==> config.mk <==
export PLATFORM = sky130hd
export DESIGN_NAME = adc_host_if
export DESIGN_NICKNAME = d
export VERILOG_FILES = /design/src/include/adc_host_pkg.sv /design/src/hw/adc_result_buffer.sv /design/src/hw/adc_host_if.sv
export SDC_FILE = /design/constraint.sdc
export NUM_CORES = 1
export LEC_CHECK = 0
export BUFFER_PORTS_ARGS = -buffer_cell sky130_fd_sc_hd__buf_2
export CAP_MARGIN = 20
export CELL_PAD_IN_SITES_DETAIL_PLACEMENT = 1
export CELL_PAD_IN_SITES_GLOBAL_PLACEMENT = 1
export CORE_ASPECT_RATIO = 0.8
export CORE_MARGIN = 1.5
export CORE_UTILIZATION = 46
export CTS_CLUSTER_SIZE = 24
export DETAILED_ROUTE_END_ITERATION = 16
export PLACE_DENSITY_LB_ADDON = 0.05
export SLEW_MARGIN = 20
export SYNTH_ARGS = -nofsm -noshare
export SYNTH_HDL_FRONTEND = slang
export SYNTH_SLANG_ARGS = --single-unit
==> constraint.sdc <==
create_clock -name i_sys_clk -period 2.8 [get_ports i_sys_clk]
set_input_delay 0.14 -clock i_sys_clk [delete_from_list [all_inputs] [get_ports i_sys_clk]]
set_output_delay 0.14 -clock i_sys_clk [all_outputs]
set_load 0.02 [all_outputs]
==> src/include/adc_host_pkg.sv <==
// Overview of operation
// - serial clock invert picks the update edge of the external clock only
// - external clock: rise updates, inverted uses fall
// - parallel mode drives bits ten/eleven, serial repurposes
// - internal clock, sync high while data valid
// - inverted sync: low while data valid
// - unfinished external read at conversion end: overrun
// - bits twelve to fifteen always driven outside reset
// - busy high from start until result latched
// - bus enabled only when select and read low
// - chip select gates the external serial clock
// - reset pin resets logic, aborts conversion
// - power down finishes conversion, then inhibits more
// - start high after acquisition: wait falling edge
// - start low after acquisition: convert immediately
// - clock select makes serial clock input or output
// - result shifted out most significant bit first
// - internal clock: read mode select allows reading during conversion
package adc_host_pkg;

  ////////////////////////////////////////////////////////////////////////////////
  // timing
  localparam int unsigned CLK_PERIOD_NS   = 50;
  localparam int unsigned ACQ_TIME_NS     = 1500;
  localparam int unsigned CONV_TIME_NS    = 8000;
  localparam int unsigned SCLK_HALF_NS    = 100;
  // least times round up to whole cycles
  localparam int unsigned ACQ_CYCLES      = (ACQ_TIME_NS + CLK_PERIOD_NS - 1) / CLK_PERIOD_NS;
  localparam int unsigned CONV_CYCLES     = (CONV_TIME_NS + CLK_PERIOD_NS - 1) / CLK_PERIOD_NS;
  // half period of the generated clock rounds down, never below one
  localparam int unsigned SCLK_HALF_RAW   = SCLK_HALF_NS / CLK_PERIOD_NS;
  localparam int unsigned SCLK_HALF_CYCLES = (SCLK_HALF_RAW < 1) ? 1 : SCLK_HALF_RAW;

  ////////////////////////////////////////////////////////////////////////////////
  // word and pin layout
  localparam int unsigned WORD_BITS       = 16;
  localparam int unsigned BUF_DEPTH       = 2;
  localparam int unsigned SERIAL_DATA_OUT_POS       = 8;
  localparam int unsigned SCLK_POS        = 9;
  localparam int unsigned SYNC_POS        = 10;
  localparam int unsigned OVR_POS         = 11;
  localparam int unsigned UPPER_LSB       = 12;
  localparam int unsigned SERIAL_IN_TOP   = 7;
  localparam logic [15:0] RESULT_RESET    = 16'h0000;

  ////////////////////////////////////////////////////////////////////////////////
  // types
  typedef enum logic [1:0]
  {
    CV_ACQ  = 2'b00,
    CV_WAIT = 2'b01,
    CV_CONV = 2'b11,
    CV_PDN  = 2'b10
  } conv_state_t;

  typedef struct packed
  {
    logic serial;
    logic ext_clk;
    logic inv_sclk;
    logic inv_sync;
    logic rd_conv;
  } mode_cfg_t;

  typedef struct packed
  {
    logic cs_n;
    logic rd_n;
    logic convert_start_n_n;
    logic pd;
    logic reset;
    logic sclk;
  } host_pins_t;

  localparam int unsigned SYNC_WIDTH      = 11;
  // idle levels: select, read and start high, everything else low
  localparam logic [10:0] SYNC_RESET      = 11'h038;

endpackage

==> src/hw/adc_result_buffer.sv <==
module adc_result_buffer #(
  parameter int unsigned WIDTH = 16,
  parameter int unsigned DEPTH = 2
) (
  input  wire logic             i_sys_clk,
  input  wire logic             i_rst_n,
  input  wire logic             i_in_valid,
  output logic                  o_in_ready,
  input  wire logic [WIDTH-1:0] i_in_data,
  output logic                  o_out_valid,
  input  wire logic             i_out_ready,
  output logic [WIDTH-1:0]      o_out_data
);

  localparam int unsigned AW = (DEPTH < 2) ? 1 : $clog2(DEPTH);

  // pointers carry a wrap bit so full and empty are told apart
  generate
    if (DEPTH < 2 || (1 << AW) != DEPTH || WIDTH < 1)
    begin : g_bad
      $error("buffer depth must be a power of two of at least two");
    end
  endgenerate

  logic [WIDTH-1:0] mem_q [DEPTH];
  logic [AW:0]      wr_q;
  logic [AW:0]      wr_d;
  logic [AW:0]      rd_q;
  logic [AW:0]      rd_d;
  logic             push;
  logic             pop;
  logic             full;
  logic             empty;

  ////////////////////////////////////////////////////////////////////////////////
  // flags and pointer steps
  always_comb
  begin
    full        = (wr_q[AW] != rd_q[AW]) && (wr_q[AW-1:0] == rd_q[AW-1:0]);
    empty       = (wr_q == rd_q);
    o_in_ready  = !full;
    o_out_valid = !empty;
    push        = i_in_valid && !full;
    pop         = i_out_ready && !empty;
    wr_d        = push ? wr_q + 1'b1 : wr_q;
    rd_d        = pop ? rd_q + 1'b1 : rd_q;
    o_out_data  = mem_q[rd_q[AW-1:0]];
  end

  // storage has no reset: the pointers say what is meaningful
  always_ff @(posedge i_sys_clk)
  begin
    if (push)
    begin
      mem_q[wr_q[AW-1:0]] <= i_in_data;
    end
    if (!i_rst_n)
    begin
      wr_q <= '0;
      rd_q <= '0;
    end
    else
    begin
      wr_q <= wr_d;
      rd_q <= rd_d;
    end
  end

endmodule

==> src/hw/adc_host_if.sv <==
module adc_host_if #(
  parameter int unsigned ACQ_CYC   = adc_host_pkg::ACQ_CYCLES,
  parameter int unsigned CONV_CYC  = adc_host_pkg::CONV_CYCLES,
  parameter int unsigned SCLK_HALF = adc_host_pkg::SCLK_HALF_CYCLES,
  parameter int unsigned BUF_DEPTH = adc_host_pkg::BUF_DEPTH
) (
  input  wire logic        i_sys_clk,
  input  wire logic        i_rst_n,
  input  wire logic        i_reset_pin,
  input  wire logic        i_power_down_in,
  input  wire logic        i_convert_start_n,
  input  wire logic        i_cs_n,
  input  wire logic        i_rd_n,
  input  wire logic        i_serial_mode_select,
  input  wire logic        i_external_clock_select,
  input  wire logic        i_serial_clock_invert,
  input  wire logic        i_frame_sync_invert,
  input  wire logic        i_read_during_conv_select,
  input  wire logic        i_sclk_in,
  input  wire logic [15:0] i_sample_value,
  output logic             o_busy,
  output logic             o_hold,
  output logic             o_power_reduced,
  output logic [15:0]      o_data,
  output logic [15:0]      o_data_oe
);

  generate
    if (ACQ_CYC < 1 || ACQ_CYC > 65535 || CONV_CYC < 1 || CONV_CYC > 65535
        || SCLK_HALF < 1 || SCLK_HALF > 255)
    begin : g_bad_par
      $error("counts out of range for the 16-bit and 8-bit counters");
    end
  endgenerate

  ////////////////////////////////////////////////////////////////////////////////
  // pin synchronisers, two flops per bit

  logic [10:0]              async_in;
  logic [10:0]              meta_q;
  logic [10:0]              sync_q;
  adc_host_pkg::mode_cfg_t  cfg;
  adc_host_pkg::host_pins_t pins;

  assign async_in = {i_serial_mode_select, i_external_clock_select, i_serial_clock_invert,
                     i_frame_sync_invert, i_read_during_conv_select, i_cs_n, i_rd_n,
                     i_convert_start_n, i_power_down_in, i_reset_pin, i_sclk_in};

  genvar gi;
  generate
    for (gi = 0; gi < 11; gi++)
    begin : g_sync
      // first stage feeds only the second
      always_ff @(posedge i_sys_clk)
      begin
        if (!i_rst_n)
        begin
          meta_q[gi] <= adc_host_pkg::SYNC_RESET[gi];
          sync_q[gi] <= adc_host_pkg::SYNC_RESET[gi];
        end
        else
        begin
          meta_q[gi] <= async_in[gi];
          sync_q[gi] <= meta_q[gi];
        end
      end
    end
  endgenerate

  assign cfg  = sync_q[10:6];
  assign pins = sync_q[5:0];

  // the reset pin acts as a second synchronous reset
  logic rst_ok;
  assign rst_ok = i_rst_n && !pins.reset;

  ////////////////////////////////////////////////////////////////////////////////
  // edge history for the start pin and the external serial clock

  logic convert_start_n_prev_q;
  logic sclk_prev_q;
  logic convert_start_n_fall;
  logic sclk_rise;
  logic sclk_fall;

  always_comb
  begin
    convert_start_n_fall = convert_start_n_prev_q && !pins.convert_start_n_n;
    sclk_rise  = !sclk_prev_q && pins.sclk;
    sclk_fall  = sclk_prev_q && !pins.sclk;
  end

  always_ff @(posedge i_sys_clk)
  begin
    if (!rst_ok)
    begin
      convert_start_n_prev_q <= 1'b1;
      sclk_prev_q  <= 1'b0;
    end
    else
    begin
      convert_start_n_prev_q <= pins.convert_start_n_n;
      sclk_prev_q  <= pins.sclk;
    end
  end

  ////////////////////////////////////////////////////////////////////////////////
  // conversion sequencer

  adc_host_pkg::conv_state_t st_q;
  adc_host_pkg::conv_state_t st_d;
  logic [15:0]               cnt_q;
  logic [15:0]               cnt_d;
  logic                      buf_in_valid;
  logic                      buf_in_ready;
  logic                      conv_done;

  always_comb
  begin
    st_d         = st_q;
    cnt_d        = cnt_q;
    buf_in_valid = 1'b0;
    unique case (st_q)
      adc_host_pkg::CV_ACQ:
      begin
        if (cnt_q >= 16'(ACQ_CYC - 1))
        begin
          cnt_d = '0;
          if (pins.pd)
            st_d = adc_host_pkg::CV_PDN;
          else if (!pins.convert_start_n_n)
            st_d = adc_host_pkg::CV_CONV;
          else
            st_d = adc_host_pkg::CV_WAIT;
        end
        else
          cnt_d = cnt_q + 16'h0001;
      end
      adc_host_pkg::CV_WAIT:
      begin
        if (pins.pd)
          st_d = adc_host_pkg::CV_PDN;
        else if (convert_start_n_fall)
          st_d = adc_host_pkg::CV_CONV;
      end
      adc_host_pkg::CV_CONV:
      begin
        // power down is not looked at here so the conversion always ends
        if (cnt_q >= 16'(CONV_CYC - 1))
        begin
          buf_in_valid = 1'b1;
          if (buf_in_ready)
          begin
            st_d  = adc_host_pkg::CV_ACQ;
            cnt_d = '0;
          end
        end
        else
          cnt_d = cnt_q + 16'h0001;
      end
      adc_host_pkg::CV_PDN:
      begin
        if (!pins.pd)
          st_d = adc_host_pkg::CV_ACQ;
      end
    endcase
    conv_done = buf_in_valid && buf_in_ready;
  end

  always_ff @(posedge i_sys_clk)
  begin
    if (!rst_ok)
    begin
      st_q  <= adc_host_pkg::CV_ACQ;
      cnt_q <= '0;
    end
    else
    begin
      st_q  <= st_d;
      cnt_q <= cnt_d;
    end
  end

  // busy ends in the cycle after the result is taken by the buffer
  assign o_busy          = (st_q == adc_host_pkg::CV_CONV);
  assign o_hold          = (st_q == adc_host_pkg::CV_CONV);
  assign o_power_reduced = (st_q == adc_host_pkg::CV_PDN);

  ////////////////////////////////////////////////////////////////////////////////
  // result buffer: holds a fresh result while a serial read is in flight

  logic        buf_out_valid;
  logic        buf_out_ready;
  logic [15:0] buf_out_data;

  adc_result_buffer #(
    .WIDTH (adc_host_pkg::WORD_BITS),
    .DEPTH (BUF_DEPTH)
  ) u_buf (
    .i_sys_clk   (i_sys_clk),
    .i_rst_n     (rst_ok),
    .i_in_valid  (buf_in_valid),
    .o_in_ready  (buf_in_ready),
    .i_in_data   (i_sample_value),
    .o_out_valid (buf_out_valid),
    .i_out_ready (buf_out_ready),
    .o_out_data  (buf_out_data)
  );

  ////////////////////////////////////////////////////////////////////////////////
  // output word, serial shifter and pin drive

  logic [15:0] word_q;
  logic [15:0] word_d;
  logic        have_q;
  logic        have_d;
  logic [15:0] shift_q;
  logic [15:0] shift_d;
  logic [4:0]  bits_q;
  logic [4:0]  bits_d;
  logic        act_q;
  logic        act_d;
  logic        done_q;
  logic        done_d;
  logic        isclk_q;
  logic        isclk_d;
  logic [7:0]  div_q;
  logic [7:0]  div_d;
  logic        ovr_q;
  logic        ovr_d;
  logic [15:0] pin_q;
  logic [15:0] pin_d;
  logic [15:0] oe_q;
  logic [15:0] oe_d;
  logic        bus_en;
  logic        ext_upd;
  logic        frame;

  always_comb
  begin
    word_d  = word_q;
    have_d  = have_q;
    shift_d = shift_q;
    bits_d  = bits_q;
    act_d   = act_q;
    done_d  = done_q;
    isclk_d = isclk_q;
    div_d   = div_q;
    ovr_d   = 1'b0;
    bus_en  = !pins.cs_n && !pins.rd_n;
    // external edges count only while selected
    ext_upd = !pins.cs_n && (cfg.inv_sclk ? sclk_fall : sclk_rise);
    // a result moves to the output word at once unless a read owns it
    buf_out_ready = !act_q;
    if (buf_out_ready && buf_out_valid)
    begin
      word_d = buf_out_data;
      have_d = 1'b1;
      done_d = 1'b0;
    end
    if (!bus_en)
      done_d = 1'b0;
    if (cfg.serial && !act_q && !done_q && have_q && bus_en)
    begin
      // internal clock may read the held word during a conversion only with rd_conv set
      if (cfg.ext_clk || cfg.rd_conv || st_q != adc_host_pkg::CV_CONV)
      begin
        // a word popped in this same cycle is the one to send, not the stale one
        shift_d = word_d;
        bits_d  = 5'(adc_host_pkg::WORD_BITS);
        act_d   = 1'b1;
        isclk_d = 1'b0;
        div_d   = '0;
      end
    end
    else if (act_q && cfg.ext_clk)
    begin
      if (conv_done)
      begin
        // the half-read word is dropped for the new result
        act_d  = 1'b0;
        done_d = 1'b0;
        ovr_d  = 1'b1;
      end
      else if (ext_upd)
      begin
        shift_d = {shift_q[14:0], 1'b0};
        bits_d  = bits_q - 5'h01;
        if (bits_q == 5'h01)
        begin
          act_d  = 1'b0;
          done_d = 1'b1;
        end
      end
    end
    else if (act_q)
    begin
      // generated clock: data moves on its falling edge
      if (div_q >= 8'(SCLK_HALF - 1))
      begin
        div_d   = '0;
        isclk_d = !isclk_q;
        if (isclk_q)
        begin
          shift_d = {shift_q[14:0], 1'b0};
          bits_d  = bits_q - 5'h01;
          if (bits_q == 5'h01)
          begin
            act_d  = 1'b0;
            done_d = 1'b1;
          end
        end
      end
      else
        div_d = div_q + 8'h01;
    end
    frame = (act_q && !cfg.ext_clk) ^ cfg.inv_sync;
    // pin levels and enables, registered so the pins never glitch
    pin_d = word_q;
    oe_d  = {16{bus_en}};
    if (cfg.serial)
    begin
      pin_d[adc_host_pkg::SERIAL_IN_TOP:0] = '0;
      oe_d[adc_host_pkg::SERIAL_IN_TOP:0]  = '0;
      pin_d[adc_host_pkg::SERIAL_DATA_OUT_POS]       = shift_q[15];
      pin_d[adc_host_pkg::SCLK_POS]        = isclk_q;
      oe_d[adc_host_pkg::SCLK_POS]         = bus_en && !cfg.ext_clk;
      pin_d[adc_host_pkg::SYNC_POS]        = frame;
      pin_d[adc_host_pkg::OVR_POS]         = ovr_q;
    end
    // the top nibble never turns around outside reset
    oe_d[15:adc_host_pkg::UPPER_LSB] = '1;
  end

  always_ff @(posedge i_sys_clk)
  begin
    if (!rst_ok)
    begin
      word_q  <= adc_host_pkg::RESULT_RESET;
      have_q  <= 1'b0;
      shift_q <= adc_host_pkg::RESULT_RESET;
      bits_q  <= '0;
      act_q   <= 1'b0;
      done_q  <= 1'b0;
      isclk_q <= 1'b0;
      div_q   <= '0;
      ovr_q   <= 1'b0;
      pin_q   <= '0;
      oe_q    <= '0;
    end
    else
    begin
      word_q  <= word_d;
      have_q  <= have_d;
      shift_q <= shift_d;
      bits_q  <= bits_d;
      act_q   <= act_d;
      done_q  <= done_d;
      isclk_q <= isclk_d;
      div_q   <= div_d;
      ovr_q   <= ovr_d;
      pin_q   <= pin_d;
      oe_q    <= oe_d;
    end
  end

  assign o_data    = pin_q;
  assign o_data_oe = oe_q;

endmodule

== Word-level counts from Yosys, hierarchy flattened ==
Memories as Yosys holds them, arrays and structs flattened. A register that Yosys moved wholly into a read port is not among the register bits.
Cells that the tools add are included.
Widths: inputs -> output; s select.

* Flip-flop bits (word level): 120
* Latch bits: 0
* RAM bits: 32
* ROM bits: 0
* Bits of input ports: 29
* Output and inout bits: 35
* Logic and storage cells: 190
* Memories kept: 1

* Add/subtract/negate cells: 5
* Multipliers: 0
* Div/mod/pow operators: 0
* Magnitude comparators: 3
* Eq/ne operators: 20
* Shift operators: 0
* Muxes and demuxes: 71
* Bitwise logic cells: 3
* Reduce and logical (&&, ||, !) cells: 45

{| class="wikitable"
|+ Memory list
! memory !! depth !! width !! rd ports !! clocked after memory_dff !! write ports !! line !! RTL
|-
| u_buf.mem_q || 2 || 16 || 1 || 1 || 1 || adc_result_buffer.sv:25 || <nowiki>logic [WIDTH-1:0] mem_q [DEPTH];</nowiki>
|}

{| class="wikitable"
|+ Operators with widths
! operator !! count
|-
| $mux 16 || 13
|-
| $mux 8 || 6
|-
| $mux 5 || 8
|-
| $mux 1 || 33
|-
| $pmux 16 s2 || 1
|-
| $add 16x1->16 const B || 1
|-
| $ge 16x5->1 const B || 1
|-
| $ge 16x8->1 const B || 1
|-
| $logic_and 1x1->1 || 16
|-
| $mux 2 || 8
|-
| $logic_not 1->1 || 12
|-
| $mux 12 || 1
|-
| $ne 3x3->1 const B || 4
|-
| $ne 2x2->1 const B || 5
|-
| $reduce_bool 3->1 || 3
|-
| $add 8x1->8 const B || 1
|-
| $ge 8x1->1 const B || 1
|-
| $pmux 2 s4 || 1
|-
| $reduce_and 3->1 || 2
|-
| $reduce_and 6->1 || 1
|-
| $reduce_bool 2->1 || 3
|-
| $eq 5x1->1 const B || 1
|-
| $reduce_and 5->1 || 1
|-
| $sub 5x1->5 const B || 1
|-
| 17 further kinds || 22
|}

== Longest topological paths before layout ==
* Depth in word-level cells: 11
* Gate-level depth with buffers: 10
* Mapped depth without buffers: 8

== Hierarchy ==
A second synthesis with hierarchy kept.

* Cell total of the unflattened synthesis: 568
* Area, all modules: 6174.7 um^2

{| class="wikitable"
|+ Modules (own cells, without submodules)
! module !! instances !! cells each !! area an instance (um^2) !! sequential area each (um^2)
|-
| adc_host_if || 1 || 486 || 4754.6 || 2242.2
|-
| adc_result_buffer || 1 || 82 || 1420.1 || 1061.0
|}

== Worst setup path after synthesis ==
Ideal clock, no wire load.

* Path kind: register -> register
* Start: register cnt_q[0]
* End: memory u_buf.mem_q[1][0] (enable)
* Library setup time: 391 ps
* Arrival: 1988 ps
* Data required time: 2409 ps
* Slack: 421 ps
* Stages on the path, launching flop included: 6
* Path buffers: 0
* Clock period less this slack: 2379 ps
* Path through: dfxtp_1 ha_1 nand4_1 a21boi_2 o211ai_2 nor2_1

* Longest elaborated chain between the ends: 6

{| class="wikitable"
|+ Ends and longest elaborated chain
! element !! line !! RTL
|-
| start, declared || adc_host_if.sv:112 || <nowiki>logic [15:0] cnt_q;</nowiki>
|-
| start signal, assigned || adc_host_if.sv:180 || <nowiki>cnt_q <= cnt_d;</nowiki>
|-
| $ge 16x8->1 || adc_host_if.sv:149 || <nowiki>if (cnt_q >= 16'(CONV_CYC - 1))</nowiki>
|-
| $mux 1 || adc_host_if.sv:149 ||
|-
| $mux 1 || adc_host_if.sv:123 || <nowiki>unique case (st_q)</nowiki>
|-
| $logic_and 1x1->1 || adc_result_buffer.sv:43 || <nowiki>push = i_in_valid && !full;</nowiki>
|-
| $mux 1 || adc_result_buffer.sv:53 || <nowiki>if (push)</nowiki>
|-
| $mux 1 (implied by the code) || adc_result_buffer.sv:55 || <nowiki>mem_q[wr_q[AW-1:0]] <= i_in_data;</nowiki>
|-
| end, declared || adc_result_buffer.sv:25 ||
|}

Every way passes these cells.

== Worst setup path in the final report ==
* Start: register cnt_q[0]
* End: register st_q[1]

* Longest elaborated chain between the ends: 3
* Elaborated cells between the ends (all ways): 5
* Classes of those cells: order compare (2); eq/ne (2); reduce/logical (1)

{| class="wikitable"
|+ Ends and longest elaborated chain
! element !! line !! RTL
|-
| $ge 16x5->1 / $ge 16x8->1 (equally long branches) || adc_host_if.sv:126, adc_host_if.sv:149 ||
|-
| $ne 2x2->1 (no line) / $ne 2x1->1 (equally long branches) || - ||
|-
| $reduce_and 5->1 (no line) (*) || - ||
|-
| end signal, assigned || adc_host_if.sv:174 || <nowiki>st_q <= adc_host_pkg::CV_ACQ;</nowiki>
|-
| end signal, assigned || adc_host_if.sv:179 || <nowiki>st_q <= st_d;</nowiki>
|-
| end, declared || adc_host_if.sv:110 || <nowiki>adc_host_pkg::conv_state_t st_q;</nowiki>
|}

Every way passes the cells marked *; elsewhere a longest branch is shown, timed or not.
A chain may end at the register's enable or synchronous reset.

==> results_dict.tcl <==
set metrics [dict create \
    final_common_cell "dfxtp_1" \
    cts_tree "done" \
    stdcell_area_um2 7130 \
    die_w_um 130 \
    grt_pass1_wl_mm 22.7 \
    drt_drc_violations_left 0 \
    final_antenna_net_count 0 \
    dieHeight_um 105 \
    synth.area.top_cells "dfxtp_1 (40%), edfxtp_1 (16%), nor2_1 (4.6%)" \
    cp-end-kind "flip-flop" \
    ys.flop_type "dfxtp_1" \
    hold_viol 0 \
    dpl.hpwl_mm 9.30 \
    vias_per_cell 5.16 \
    synth_area_um2 5930 \
    worstPathRequired_ns 3.09 \
    worst_clock_skew_ns 0.00745 \
    grt_usage_pct 22.1 \
    worstMarginPinSlew_ns 0.776 \
    wl_mm 14.0 \
    yosys.area.top_type "dfxtp_1" \
    power_density_nw_per_um2 640 \
    clockBufferDepth 2 \
    first_global_vias 4402 \
    die-area_um2 13600 \
    ys_types 56 \
    wl_per_cell_um 16.7 \
    htree_levels 4 \
    setup_violations 0 \
    layout_min_cycle_time_ns 2.24 \
    areaGrowthSynthToFinish_pct 20.3 \
    async_flop_share_pct 0 \
    clk_latency_ns 0.42 \
    firstDrtPassIters 4 \
    synth_edf_count 32 \
    finalNetCount 695 \
    drv_cap 0 \
    diodes 0 \
    rsz0062_at_grt "false" \
    placed_cells 778 \
    syn-instance-count 574 \
    synth_warnings 0 \
    io_buffers 63 \
    layoutNonFillerInstCount 837 \
    avgSynthCellArea_um2 10.3 \
    clk_pin_slew_ns 0.06 \
    ir_drop_uv 433 \
    initial_core_util_pct 47.8 \
    numClockSinks 149 \
    gp_congestion 0.759 \
    startpoint_type "flip-flop" \
    clockRootBuffer "clkbuf_16" \
    fp.coreArea_um2 12400 \
    pin_count 64 \
    whs_ns 0.0659 \
    synth_top_area_share_pct 39.5 \
    status "finished clean" \
    finalPower_uw 4570 \
    fmax_ghz 0.447 \
    cts_buffers 17 \
    slew_headroom_pct 47.5 \
    hold_path_class "in -> reg" \
    fill_cells 1346 \
    critPathArrivalTime_ns 2.53 \
    path_max_fanout 6 \
    num_rows 36 \
    synthesis.nets 616 \
    ys_ff_latch 149 \
    grt_overflow 0 \
    path_class "reg -> reg" \
    final_cell_mix "dfxtp_1 (117), nor2_1 (73), buf_2 (63), nand2_1 (49), edfxtp_1 (32)" \
    finalCritPeriodShare_pct 79.9 \
    grt_max_degree 38 \
    tns_ns 0 \
    antenna_found_initial 0 \
    drive_above_1_share_pct 19.4 \
    cts-resized-gates 0 \
    maxSlewViolCount 0 \
    placed_area_um2 6310 \
    drtIter0Drc 231 \
    ys_seq_area_share_pct 55.7 \
    vias 4323 \
    p_leak_uw 0.00278 \
]
==> worst paths after layout <==
path / slack (ns) / startpoint / cells after the start / end
worst max-delay path: 0.56 / cnt_q[0] / 7 / st_q[1]
worst min-delay path: 0.07 / i_rst_n / 2 / pins[5]
worst max register to register: 0.56 / cnt_q[0] / 7 / st_q[1]
worst min register to register: 0.42 / meta_q[3] / 1 / pins[3]
==> report_power, final <==
part	switching, µW	leakage, µW	internal (µW)	total (µW)
clock network	858	0.000279	1250	2110
logic	120	0.00126	98.5	218
registers	20.6	0.00124	2220	2240
==> area by class of cell <==
class                   count  area [µm²]  share of cell area, %
well taps                 171         214                   3.00
clock buffers              24         503                   7.05
flip-flops and latches    149        3300                   46.3
repair buffers            100         673                   9.44
multi-input cells         371        2330                   32.7
clock inverters             8        50.0                  0.702
inverters                  14        52.6                  0.737
==> metrics by stage <==
stage | utilization (%) | worst slack [ns]
after global placement | 50.9 | 0.725
after detailed placement | 50.9 | 0.583
final | 57.6 | 0.563
after floorplan | - | 0.421
after CTS | 57.6 | 0.576
after global routing | 57.6 | 0.359
==> sequential cells by signal (all words and copies together) (netlist names), 2 cells and up, named ones only <==
register and flops:
bits_q 5, cfg 5, cnt_q 16, div_q 8, meta_q 11, o_data 16, o_data_oe 4, pins 6
shift_q 16, st_q 2, u_buf.mem_q 32, u_buf.rd_q 2, u_buf.wr_q 2, word_q 16
==> cell usage after synthesis (8+ instances only) <==
cell type and count:
nand2b_1 8, nor2_1 73, o21ai_1 17, dfxtp_1 117, buf_4 15, a31oi_1 11
ha_1 13, nand2_1 49, edfxtp_1 32, and2_1 30, a21oi_1 19, xnor2_1 10
o21a_1 17, and3_1 11, a21oi_2 11, clkbuf_1 15, o21ai_0 22, inv_1 14
mux2i_1 24
==> layer usage <==
metal	vias up	global-route usage [%]	share of wire (%)
li1	2117	-	-
met1	2106	32.2	51
met2	84	32.3	44
met3	16	4.94	3.9
met4	0	7.46	1.3
met5	-	0	0
==> kinds of logic after synthesis <==
logic type	Yosys count	share of synthesized area (%)
AOI/OAI and AO/OA	114	12.8
DFF	149	55.7
adders and majority gates	13	2.74
buffers and inverters	54	4.88
xor gates and xnor gates	15	2.22
and+or+nand+nor	205	17.6
muxes	24	4.05
==> critical path, cell delays in order, from the launching register on <==
cell      delay, ns
dfxtp_1        0.42
ha_1           0.29
nand4_1        0.15
a21boi_2       0.34
o21ai_0        0.17
a211oi_1       0.43
mux2i_1        0.24
nor2_1         0.06
==> repair_timing <==
item | CTS | global route
hold buffers | 27 | 0
setup endpoints to repair | 0 | 0
hold endpoints to repair | 43 | 0
setup buffers | 0 | 0
Power figures use the tool's default switching activity.
